### config.mk
export PLATFORM = sky130hd
export DESIGN_NAME = rtc_core
export DESIGN_NICKNAME = d
export VERILOG_FILES = /design/src/verilog/rtc_pkg.sv /design/src/verilog/rtc_core.sv
export VERILOG_INCLUDE_DIRS = /design/src /design/src/verilog
export SDC_FILE = /design/constraint.sdc
export NUM_CORES = 1
export LEC_CHECK = 0
export BUFFER_PORTS_ARGS = -buffer_cell sky130_fd_sc_hd__buf_2
export CAP_MARGIN = 15
export CORE_MARGIN = 1
export CORE_UTILIZATION = 55
export CTS_CLUSTER_DIAMETER = 40
export DETAILED_ROUTE_END_ITERATION = 10
export HOLD_SLACK_MARGIN = 0.1
export PLACE_DENSITY = 0.71
export SETUP_SLACK_MARGIN = 0.05
export SLEW_MARGIN = 40
export SYNTH_ARGS = -nofsm -noshare
export SYNTH_HDL_FRONTEND = slang
export SYNTH_SLANG_ARGS = --single-unit
### constraint.sdc
create_clock -name clk_sys_in -period 4.75 [get_ports clk_sys_in]
set_clock_uncertainty 0.1 [all_clocks]
set_input_delay 0.95 -clock clk_sys_in [delete_from_list [all_inputs] [get_ports clk_sys_in]]
set_output_delay 0.95 -clock clk_sys_in [all_outputs]
set_load 0.005 [all_outputs]
### src/verilog/rtc_defs.svh
// Constants of the serial clock/calendar core
`ifndef RTC_DEFS_SVH
`define RTC_DEFS_SVH
`define RTC_SLAVE_ADDR 7'h68
`define RTC_MEM_DEPTH 32
`define RTC_TIME_BYTES 8
`define RTC_CTRL_ADDR 5'h08
`define RTC_ALM1_BASE 5'h0a
`define RTC_FLAG_ADDR 5'h0f
`define RTC_SQUARE_ADDR 5'h13
`define RTC_ALM2_BASE 5'h14
`define RTC_OUT_BIT 7
`define RTC_FT_BIT 6
`define RTC_AF1_BIT 6
`define RTC_AF2_BIT 5
`define RTC_AIE_BIT 7
`define RTC_SQUARE_EN_BIT 7
`define RTC_CTRL_RESET 8'h80
`define RTC_SQUARE_RESET 8'h80
`define RTC_DATE_RESET 8'h01
`define RTC_MONTH_RESET 8'h01
`define RTC_OSC_HZ 17'h0_8000
`define RTC_TICK_HZ 17'h0_0064
`define RTC_FT_DIV_BITS 6
`endif

### src/verilog/rtc_pkg.sv
// Types of the serial clock/calendar core
`default_nettype none
package rtc_pkg;
	typedef struct packed {
		logic [7:0] year;
		logic [7:0] month;
		logic [7:0] date;
		logic [7:0] day;
		logic [7:0] hour;
		logic [7:0] min;
		logic [7:0] sec;
		logic [7:0] hund;
	} rtc_time_s;

	typedef enum logic [2:0] {
		RTC_IDLE = 3'b000,
		RTC_ADDR = 3'b001,
		RTC_ADDR_ACK = 3'b010,
		RTC_RX = 3'b011,
		RTC_RX_ACK = 3'b100,
		RTC_TX = 3'b101,
		RTC_TX_ACK = 3'b110
	} rtc_state_e;
endpackage
`default_nettype wire

### src/verilog/rtc_core.sv
// Serial two-wire real-time clock and calendar core
`timescale 1ns/10ps
`default_nettype none
`include "rtc_defs.svh"
module rtc_core (
	input wire logic clk_sys_in,
	input wire logic resetn_in,
	input wire logic supply_ok_in,
	input wire logic oscillator_input_in,
	input wire logic scl_in,
	input wire logic sda_in,
	output logic sda_out,
	output logic sda_oe_out,
	output logic oscillator_output_out,
	output logic square_wave_output_out,
	output logic backup_mode_out,
	output logic power_on_reset_out,
	output logic power_on_reset_oe_out,
	output logic shared_irq_out_test_pin_out,
	output logic shared_irq_out_test_pin_oe_out,
	output logic shared_test_reset_pin_out,
	output logic shared_test_reset_pin_oe_out,
	output logic second_alarm_irq_output_out,
	output logic second_alarm_irq_output_oe_out
);
	import rtc_pkg::*;

	function automatic logic [7:0] bcd_inc(input logic [7:0] v);
		if (v[3:0] == 4'h9) begin
			bcd_inc = {v[7:4] + 4'h1, 4'h0};
		end else begin
			bcd_inc = v + 8'h01;
		end
	endfunction

	function automatic logic [7:0] month_days(input logic [7:0] mon, input logic [7:0] yr);
		logic leap;
		leap = (!yr[4] && (yr[3:0] == 4'h0 || yr[3:0] == 4'h4 || yr[3:0] == 4'h8)) ||
			(yr[4] && (yr[3:0] == 4'h2 || yr[3:0] == 4'h6));
		case (mon)
			8'h02: month_days = leap ? 8'h29 : 8'h28;
			8'h04, 8'h06, 8'h09, 8'h11: month_days = 8'h30;
			default: month_days = 8'h31;
		endcase
	endfunction

	// Bus side state
	rtc_state_e state, next_state;
	logic [3:0] bit_cnt, next_bit_cnt;
	logic [7:0] shreg, next_shreg;
	logic [4:0] ptr, next_ptr;
	logic rw, next_rw;
	logic first, next_first;
	logic sda_oe, next_sda_oe;
	logic scl_q, sda_q;
	logic wr_en, snap, commit;

	// Timekeeping and register map
	logic [7:0] mem [0:`RTC_MEM_DEPTH-1];
	logic [7:0] next_mem [0:`RTC_MEM_DEPTH-1];
	rtc_time_s live, next_live;
	logic [16:0] acc, next_acc;
	logic [`RTC_FT_DIV_BITS-1:0] ft_div, next_ft_div;
	logic dirty, next_dirty;
	logic osc_q, osc_qq;
	logic osc_rise, tick;

	logic scl_rise, scl_fall, start_cond, stop_cond;
	assign scl_rise = scl_in && !scl_q;
	assign scl_fall = !scl_in && scl_q;
	assign start_cond = scl_in && scl_q && sda_q && !sda_in;
	assign stop_cond = scl_in && scl_q && !sda_q && sda_in;

	always_comb begin
		next_state = state;
		next_bit_cnt = bit_cnt;
		next_shreg = shreg;
		next_ptr = ptr;
		next_rw = rw;
		next_first = first;
		next_sda_oe = sda_oe;
		wr_en = 1'b0;
		snap = 1'b0;
		commit = 1'b0;
		if (!supply_ok_in) begin
			next_state = RTC_IDLE;
			next_ptr = 5'h00;
			next_sda_oe = 1'b0;
		end else if (start_cond) begin
			// A repeated start also lands pending time writes
			next_state = RTC_ADDR;
			next_bit_cnt = 4'h0;
			next_sda_oe = 1'b0;
			commit = 1'b1;
		end else if (stop_cond) begin
			next_state = RTC_IDLE;
			next_sda_oe = 1'b0;
			commit = 1'b1;
		end else begin
			case (state)
				RTC_ADDR, RTC_RX: begin
					if (scl_rise) begin
						next_shreg = {shreg[6:0], sda_in};
						next_bit_cnt = bit_cnt + 4'h1;
					end else if (scl_fall && bit_cnt == 4'h8) begin
						if (state == RTC_ADDR) begin
							if (shreg[7:1] == `RTC_SLAVE_ADDR) begin
								next_sda_oe = 1'b1;
								next_rw = shreg[0];
								next_first = !shreg[0];
								snap = 1'b1;
								next_state = RTC_ADDR_ACK;
							end else begin
								next_state = RTC_IDLE;
							end
						end else begin
							next_sda_oe = 1'b1;
							next_state = RTC_RX_ACK;
							if (first) begin
								next_ptr = shreg[4:0];
								next_first = 1'b0;
							end else begin
								wr_en = 1'b1;
								next_ptr = ptr + 5'h01;
							end
						end
					end
				end
				RTC_ADDR_ACK, RTC_TX_ACK: begin
					if (state == RTC_TX_ACK && scl_rise) begin
						if (!sda_in) begin
							next_ptr = ptr + 5'h01;
							next_first = 1'b1;
						end else begin
							next_first = 1'b0;
						end
					end else if (scl_fall) begin
						next_bit_cnt = 4'h0;
						if (rw && (state == RTC_ADDR_ACK || first)) begin
							next_state = RTC_TX;
							next_shreg = mem[ptr];
							next_sda_oe = !mem[ptr][7];
						end else if (rw) begin
							// Master ended the read; wait for stop
							next_state = RTC_IDLE;
						end else begin
							next_state = RTC_RX;
							next_sda_oe = 1'b0;
						end
					end
				end
				RTC_RX_ACK: begin
					if (scl_fall) begin
						next_sda_oe = 1'b0;
						next_bit_cnt = 4'h0;
						next_state = RTC_RX;
					end
				end
				RTC_TX: begin
					if (scl_fall) begin
						next_bit_cnt = bit_cnt + 4'h1;
						if (bit_cnt == 4'h7) begin
							next_sda_oe = 1'b0;
							next_state = RTC_TX_ACK;
						end else begin
							next_shreg = {shreg[6:0], 1'b0};
							next_sda_oe = !shreg[6];
						end
					end
				end
				default: begin
					next_state = RTC_IDLE;
				end
			endcase
		end
	end

	always_ff @(posedge clk_sys_in or negedge resetn_in) begin
		if (!resetn_in) begin
			state <= RTC_IDLE;
			bit_cnt <= 4'h0;
			shreg <= 8'h00;
			ptr <= 5'h00;
			rw <= 1'b0;
			first <= 1'b0;
			sda_oe <= 1'b0;
			scl_q <= 1'b1;
			sda_q <= 1'b1;
		end else begin
			state <= next_state;
			bit_cnt <= next_bit_cnt;
			shreg <= next_shreg;
			ptr <= next_ptr;
			rw <= next_rw;
			first <= next_first;
			sda_oe <= next_sda_oe;
			// inputs ignored while supply is out
			scl_q <= supply_ok_in ? scl_in : 1'b1;
			sda_q <= supply_ok_in ? sda_in : 1'b1;
		end
	end

	// Alarm match on month/date/hour/minute/second bytes of a five-byte block
	function automatic logic alarm_hit(input logic [4:0] base, input rtc_time_s t);
		alarm_hit = mem[base][`RTC_AIE_BIT] && mem[base][4:0] == t.month[4:0] &&
			mem[base + 5'h1][5:0] == t.date[5:0] && mem[base + 5'h2][5:0] == t.hour[5:0] &&
			mem[base + 5'h3][6:0] == t.min[6:0] && mem[base + 5'h4][6:0] == t.sec[6:0];
	endfunction

	assign osc_rise = osc_q && !osc_qq;
	// fractional divide, 100 ticks per 32768 cycles
	assign tick = osc_rise && (acc + `RTC_TICK_HZ >= `RTC_OSC_HZ);

	always_comb begin
		rtc_time_s buf_t;
		logic [7:0] hr_inc;
		buf_t = live;
		hr_inc = bcd_inc({2'h0, live.hour[5:0]});
		next_live = live;
		next_acc = acc;
		next_ft_div = ft_div;
		next_dirty = dirty;
		for (int i = 0; i < `RTC_MEM_DEPTH; i++) begin
			next_mem[i] = mem[i];
		end
		for (int i = 0; i < `RTC_TIME_BYTES; i++) begin
			buf_t[8*i +: 8] = mem[i];
		end
		if (osc_rise) begin
			next_ft_div = ft_div + 1'b1;
			next_acc = tick ? acc + `RTC_TICK_HZ - `RTC_OSC_HZ : acc + `RTC_TICK_HZ;
		end
		// counting carries on in backup mode
		if (tick) begin
			next_live.hund = (live.hund == 8'h99) ? 8'h00 : bcd_inc(live.hund);
			if (live.hund == 8'h99) begin
				next_live.sec = (live.sec == 8'h59) ? 8'h00 : bcd_inc(live.sec);
				if (live.sec == 8'h59) begin
					next_live.min = (live.min == 8'h59) ? 8'h00 : bcd_inc(live.min);
					if (live.min == 8'h59) begin
						if (live.hour[5:0] == 6'h23) begin
							next_live.hour = {live.hour[7:6], 6'h00};
							next_live.day = (live.day[2:0] == 3'h7) ? 8'h01 : live.day + 8'h01;
							if (live.date == month_days(live.month, live.year)) begin
								next_live.date = 8'h01;
								next_live.month = (live.month == 8'h12) ? 8'h01 : bcd_inc(live.month);
								if (live.month == 8'h12) begin
									next_live.year = (live.year == 8'h99) ? 8'h00 : bcd_inc(live.year);
									if (live.year == 8'h99) begin
										next_live.hour[7:6] = live.hour[7:6] + 2'h1;
									end
								end
							end else begin
								next_live.date = bcd_inc(live.date);
							end
						end else begin
							next_live.hour = {live.hour[7:6], hr_inc[5:0]};
						end
					end
				end
			end
		end
		// time written through the buffer lands at end of transfer
		if (commit && dirty) begin
			next_live = buf_t;
			next_dirty = 1'b0;
		end
		if (snap) begin
			for (int i = 0; i < `RTC_TIME_BYTES; i++) begin
				next_mem[i] = live[8*i +: 8];
			end
		end
		// control bytes and user bytes are plain storage
		if (wr_en) begin
			next_mem[ptr] = shreg;
			if (ptr < `RTC_TIME_BYTES) begin
				next_dirty = 1'b1;
			end
		end
		// Flag set wins over a clearing write in the same cycle
		if (tick && next_live.hund == 8'h00 && alarm_hit(`RTC_ALM1_BASE, next_live)) begin
			next_mem[`RTC_FLAG_ADDR][`RTC_AF1_BIT] = 1'b1;
		end
		if (tick && next_live.hund == 8'h00 && alarm_hit(`RTC_ALM2_BASE, next_live)) begin
			next_mem[`RTC_FLAG_ADDR][`RTC_AF2_BIT] = 1'b1;
		end
	end

	always_ff @(posedge clk_sys_in or negedge resetn_in) begin
		if (!resetn_in) begin
			for (int i = 0; i < `RTC_MEM_DEPTH; i++) begin
				mem[i] <= 8'h00;
			end
			mem[`RTC_CTRL_ADDR] <= `RTC_CTRL_RESET;
			mem[`RTC_SQUARE_ADDR] <= `RTC_SQUARE_RESET;
			live <= '{year: 8'h00, month: `RTC_MONTH_RESET, date: `RTC_DATE_RESET, day: 8'h01,
				hour: 8'h00, min: 8'h00, sec: 8'h00, hund: 8'h00};
			acc <= 17'h0_0000;
			ft_div <= '0;
			dirty <= 1'b0;
			osc_q <= 1'b0;
			osc_qq <= 1'b0;
		end else begin
			for (int i = 0; i < `RTC_MEM_DEPTH; i++) begin
				mem[i] <= next_mem[i];
			end
			live <= next_live;
			acc <= next_acc;
			ft_div <= next_ft_div;
			dirty <= next_dirty;
			osc_q <= oscillator_input_in;
			osc_qq <= osc_q;
		end
	end

	// Registered pins
	logic ft_en, ft_low, irq1, out_bit;
	assign ft_en = mem[`RTC_CTRL_ADDR][`RTC_FT_BIT];
	assign ft_low = ft_en && !ft_div[`RTC_FT_DIV_BITS-1];
	assign out_bit = mem[`RTC_CTRL_ADDR][`RTC_OUT_BIT];
	assign irq1 = mem[`RTC_FLAG_ADDR][`RTC_AF1_BIT] && mem[`RTC_ALM1_BASE][`RTC_AIE_BIT];

	always_ff @(posedge clk_sys_in or negedge resetn_in) begin
		if (!resetn_in) begin
			sda_oe_out <= 1'b0;
			sda_out <= 1'b0;
			oscillator_output_out <= 1'b0;
			square_wave_output_out <= 1'b0;
			backup_mode_out <= 1'b0;
			power_on_reset_oe_out <= 1'b1;
			shared_irq_out_test_pin_oe_out <= 1'b0;
			shared_test_reset_pin_oe_out <= 1'b1;
			second_alarm_irq_output_oe_out <= 1'b0;
		end else begin
			sda_oe_out <= sda_oe;
			sda_out <= 1'b0;
			oscillator_output_out <= !osc_q;
			square_wave_output_out <= osc_q && mem[`RTC_SQUARE_ADDR][`RTC_SQUARE_EN_BIT];
			backup_mode_out <= !supply_ok_in;
			power_on_reset_oe_out <= !supply_ok_in;
			// test beats interrupt beats output level
			shared_irq_out_test_pin_oe_out <= ft_en ? ft_low : (irq1 || !out_bit);
			shared_test_reset_pin_oe_out <= !supply_ok_in || ft_low;
			second_alarm_irq_output_oe_out <= mem[`RTC_FLAG_ADDR][`RTC_AF2_BIT] &&
				mem[`RTC_ALM2_BASE][`RTC_AIE_BIT];
		end
	end

	// Open-drain pins only ever pull low
	assign power_on_reset_out = sda_out;
	assign shared_irq_out_test_pin_out = sda_out;
	assign shared_test_reset_pin_out = sda_out;
	assign second_alarm_irq_output_out = sda_out;
endmodule
`default_nettype wire

### After elaboration in Yosys (flattened, before gate mapping)

Cells that the tools add are included.

* register bits: 379
* output and inout bits: 13
* word-level logic and storage cells: 387

* add/subtract/negate cells: 21
* magnitude comparators: 4
* equal/unequal tests: 75
* muxes and demuxes: 130
* bitwise logic cells: 4
* reductions and logical operators: 84

Operators with widths (number)
* 256-bit bitwise mux: 1
* 256-bit two-way mux: 1
* 8-bit two-way mux: 29
* 64-bit two-way mux: 3
* 8-bit by 1-bit adder with 8-bit output, second input constant: 7
* 56-bit two-way mux: 1
* 1-bit two-way mux: 48
* 48-bit two-way mux: 1
* 5-bit two-way mux: 9
* 8-bit binary-select mux with 5-bit select: 1
* 8-bit demux with 5-bit select: 1
* 40-bit two-way mux: 1
* 4-bit equality test, second input constant: 9
* 3-bit two-way mux: 12
* 5-bit != test, second input constant: 7
* 1-bit logical AND: 33
* 32-bit two-way mux: 1
* 8-bit AND reduction: 4
* 4-bit by 1-bit adder with 4-bit output, second input constant: 7
* 7-bit equality test: 4
* 3-bit != test, second input constant: 9
* 6-bit equality test: 4
* 4-bit two-way mux: 6
* 2-bit != test, second input constant: 12
* 55 further kinds: 107

### Logic depth before layout (Yosys ltp)

* depth after elaboration: 28
* mapped depth: 17
* gate-level depth less buffers: 16

### Least setup slack after synthesis

Ideal clock, no wire load.

* kind: reg2reg
* start: register acc[2]
* end: register mem[133] (netlist name)
* arrival: 3.617 ns
* setup slack: 0.937 ns
* stages on the path, launching flop included: 17
* clock period less this slack: 3.813 ns
* path through: dfrtp_1 ha_1 a211oi_4 nor4_1 xor2_1 inv_1 ha_1 clkbuf_1 or2_2 o31a_1 buf_6 or3_1 a32oi_1 nand4_1 nor4b_2 nand4_1 o31ai_1

* cells in the longest elaborated chain, start to end: 13
* elaborated cells on any way between the ends: 20
* those cells by class: add/sub (1); order compare (1); eq/ne (5); mux (3); reduce/logical (10)

Ends and longest elaborated chain
* start, declared: RTL line rtc_core.sv:62 `logic [16:0] acc, next_acc;`
* start signal, assigned: RTL line rtc_core.sv:308 `acc <= next_acc;`
* 17-bit by 7-bit adder with 17-bit output (no line) *
* 17-bit by 16-bit >= comparator with 1-bit output (no line) *
* 1-bit logical AND *: RTL line rtc_core.sv:212 `` assign tick = osc_rise && (acc + `RTC_TICK_HZ >= `RTC_OSC_HZ); ``
* 64-bit two-way mux: RTL line rtc_core.sv:234 `if (tick) begin`
* 64-bit two-way mux: RTL line rtc_core.sv:264 `if (commit && dirty) begin`
* 5-bit equality test: RTL line rtc_core.sv:205 `` alarm_hit = mem[base][`RTC_AIE_BIT] && mem[base][4:0] == t.month[4:0] && ``
* 1-bit logical AND (5 in series): RTL line rtc_core.sv:205
* 1-bit logical AND *: RTL line rtc_core.sv:284 `` if (tick && next_live.hund == 8'h00 && alarm_hit(`RTC_ALM2_BASE, next_live)) begin ``
* 1-bit two-way mux or 2-bit nonzero test (tied branches)
* end signal, assigned by index: RTL line rtc_core.sv:294 `` mem[`RTC_CTRL_ADDR] <= `RTC_CTRL_RESET; ``
* end signal, assigned by index: RTL line rtc_core.sv:295 `` mem[`RTC_SQUARE_ADDR] <= `RTC_SQUARE_RESET; ``
* end signal, assigned by index: RTL line rtc_core.sv:305 `mem[i] <= next_mem[i];`
* end, declared: RTL line rtc_core.sv:59 `` logic [7:0] mem [0:`RTC_MEM_DEPTH-1]; ``

Mark *: on every way between the ends. The rest lies on a longest branch, timed or not. The select of a mux whose other input is x is not followed.
A chain may end at the register's enable or synchronous reset.

### Final worst setup path

* start: register acc[2]
* end: register mem[134] (netlist name)

* cells in the longest elaborated chain, start to end: 13
* elaborated cells on any way between the ends: 20
* those cells by class: add/sub (1); order compare (1); eq/ne (5); mux (3); reduce/logical (10)

Ends and longest elaborated chain
* 17-bit by 7-bit adder with 17-bit output (no line) *
* 17-bit by 16-bit >= comparator with 1-bit output (no line) *
* 1-bit logical AND *: RTL line rtc_core.sv:212
* 64-bit two-way mux: RTL line rtc_core.sv:234
* 64-bit two-way mux: RTL line rtc_core.sv:264
* 5-bit equality test: RTL line rtc_core.sv:205
* 1-bit logical AND (5 in series): RTL line rtc_core.sv:205
* 1-bit logical AND *: RTL line rtc_core.sv:281 `` if (tick && next_live.hund == 8'h00 && alarm_hit(`RTC_ALM1_BASE, next_live)) begin ``
* 1-bit two-way mux or 2-bit nonzero test (tied branches)

Marked as above.

==> out/results.ini <==
[cells_and_area]
num-fill-cells = 3168
area_growth_pct = 14.1
regArea_um2 = 9450
layout.nets = 2272
drive_gt1_share_pct = 22.6
multi_input_area_um2 = 12200

[timing]
finalSetupTns_ps = 0
hold_viol = 0
relSlewSlack_pct = 41.9
post-route-min-period_ps = 4520
rsz0062_at_grt = false
max_freq_ghz = 0.221
slew_viol_final = 0
setup_violations = 0
post-route-period-util_pct = 95.1
hold_ws_ps = 235
worst_pin_slew_ps = 872

[synthesis]
yosys-top-cells-area = dfrtp_1, mux2_2, mux4_2
ys_types = 88
yosysMostFrequentCell = dfrtp_1
yosysSeqAreaShare_pct = 42.1
synth_common_cells = dfrtp_1, nand2_1, mux2_2
synth-edff-count = 0
synthFlopType = dfrtp_1
async_reset_ff_share_pct = 100
synth.largest_area_cell = dfrtp_1
syn_area_per_cell_um2 = 10.1
yosysWarnings = 0
synth_area_um2 = 22400
netlist_instances = 2214
synth-seq-cells = 377
netlist.area_leader.share_pct = 41.0

[detailed_routing]
finalWirelength_mm = 80.8
routedWlPerCell_um = 28.8
avgViaCountPerCell = 6.70
ant_nets = 0
first_pass_iters = 5
num_vias = 18809
drc = 0
drtIter0Drc = 2249

[power]
p_total_mw = 8.95
pwr-share-clk_pct = 51.0
irDropWorstVdd_uv = 380
p_per_area_nw_per_um2 = 350
p_sw_mw = 2.55
p_int_mw = 6.40
p_leak_nw = 11.2
sw_frac_of_total_pct = 28.5
share_comb_of_total_power_pct = 10.0
power_frac_seq_pct = 39.0

[grt]
grt-ovfl-total = 0
grt_max_degree = 90
grt_pass1_wl_mm = 120
grt_pass1_vias = 18256
antenna_found_initial = 3
track_usage_pct = 39.3

[cts]
clock_latency_ps = 620
cts-buffers-inserted = 58
cts_buffer_depth = 3
cts_tree = built
root_buffer = clkbuf_16
clock_sinks = 377
htreeDepth = 2
clk_pin_slew_ps = 60

[placement]
place.gp.congestion = 0.983
placement.io_buffers = 13
dpl.hpwl_mm = 57.3

[floorplanning]
start_util_pct = 56.1
core_area_um2 = 40000
die_area_um2 = 41600
die_h_um = 204
die_w_um = 204
ios = 19
core.rowCount = 73

[critical_path]
r2r-end = mem[134]
path_cells = ha_2 -> a211oi_4 -> nor4_1 -> nor3_1 -> or4b_4 -> o31a_1 -> buf_12 -> nand2_1 -> and4_1 -> or4_1 -> a2111oi_2 -> o2111ai_1 -> o21ai_1
cp-start-kind = register
rr_worst_depth = 13
arrival_ps = 4960
crit_type = register to register
crit_path_max_fanout = 24
end_kind = register
cp_data_required_time_ps = 5190
max_stage_delay_ps = 580
crit_family = simple AND/OR/NAND/NOR gates
r2r_start = acc[2]
cp_slowest_cell = or4_1
crit_buf_inv = 1
reg2reg_slack_ps = 230

[job]
maxCapViolations = 0

[min_path]
hp-class = input pin to async pin

[status]
outcome = finished, final reports clean

==> worst register-to-register path: cells and delay by family, from the launching register on <==
kind / cells / cell delay [ps]
AOI/OAI and AO/OA: 5 / 1560
buffers and inverters: 1 / 260
and+or+nand+nor: 6 / 1790
adders and majority gates: 1 / 270
DFF: 1 / 470
==> stage by stage <==
step                area, µm²  setup WS [ps]  utilization, %  std cells
finish                  25600            233            64.0       2806
floorplan               22500            937               -       2218
detailed placement      23400            255            58.5       2694
CTS                     25500            239            63.8       2803
global route            25600           53.5            64.0       2805
global placement        23400            252            58.5       2693
==> repair_timing <==
action,4_1_cts,5_1_grt
setup buffers,0,2
hold buffers,0,0
resized for setup,0,8
endpoints found under the setup margin,0,2
==> cell usage in the layout (no fill, tap or decap), types with 28 or more instances in the layout <==
master	netlist	routed
dfrtp_1	368	366
nand2_1	212	212
mux2_2	197	197
nor2_1	188	188
a21oi_1	148	148
o21ai_0	99	99
mux2i_1	85	85
buf_4	5	78
mux4_2	68	68
xnor2_1	67	66
inv_1	63	63
clkbuf_16	0	60
nand3_1	46	45
nor3_1	40	38
xor2_1	37	37
ha_1	35	34
nand4_1	31	31
nor4_1	29	28
==> power by group through the flow <==
stage	clock (mW)	combinational [mW]	sequential (mW)
global route	4.74	0.943	3.50
floorplan	0	0.564	3.45
finish	4.56	0.898	3.49
global placement	0	0.841	3.52
detailed placement	0	0.860	3.53
CTS	4.61	0.872	3.48
==> area by class of cell <==
| cell class | instances | share of cell area [%] |
|---|---|---|
| clock inverters | 37 | 1.95 |
| repair buffers | 104 | 3.60 |
| flip-flops and latches | 377 | 36.9 |
| well taps | 525 | 2.57 |
| multi-input cells | 1626 | 47.7 |
| clock buffers | 72 | 6.32 |
| inverters | 64 | 0.939 |
| diodes | 1 | 0.00978 |
==> worst max path at each step <==
| stage | start | end | slack (ps) | cells past startpoint |
|---|---|---|---|---|
| 5_1_grt | acc[2] | mem[133] | 50 | 17 |
| 2_1_floorplan | acc[2] | mem[133] | 940 | 16 |
| 6_report | acc[2] | mem[134] | 230 | 13 |
| 4_1_cts | acc[2] | mem[134] | 240 | 15 |
| 3_3_place_gp | acc[2] | mem[133] | 250 | 17 |
| 3_5_place_dp | acc[2] | mem[134] | 250 | 15 |
==> layer usage <==
layer | GRT usage, % | up-vias | wire [µm]
met5 | 0 | - | 0
li1 | - | 8139 | -
met2 | 61.5 | 903 | 37100
met4 | 16.7 | 0 | 3560
met1 | 53.6 | 9573 | 32800
met3 | 7.70 | 194 | 7390
==> kinds of logic after synthesis <==
group | Yosys count | synth area share (%)
and+or+nand+nor | 694 | 15.1
other | 1 | 0.0167
adders and majority gates | 35 | 1.95
xor gates and xnor gates | 104 | 4.06
DFF | 377 | 42.1
buffers and inverters | 215 | 3.86
muxes | 350 | 20.5
AOI/OAI and AO/OA | 438 | 12.4
No activity file was read; power rests on OpenSTA's default activity.
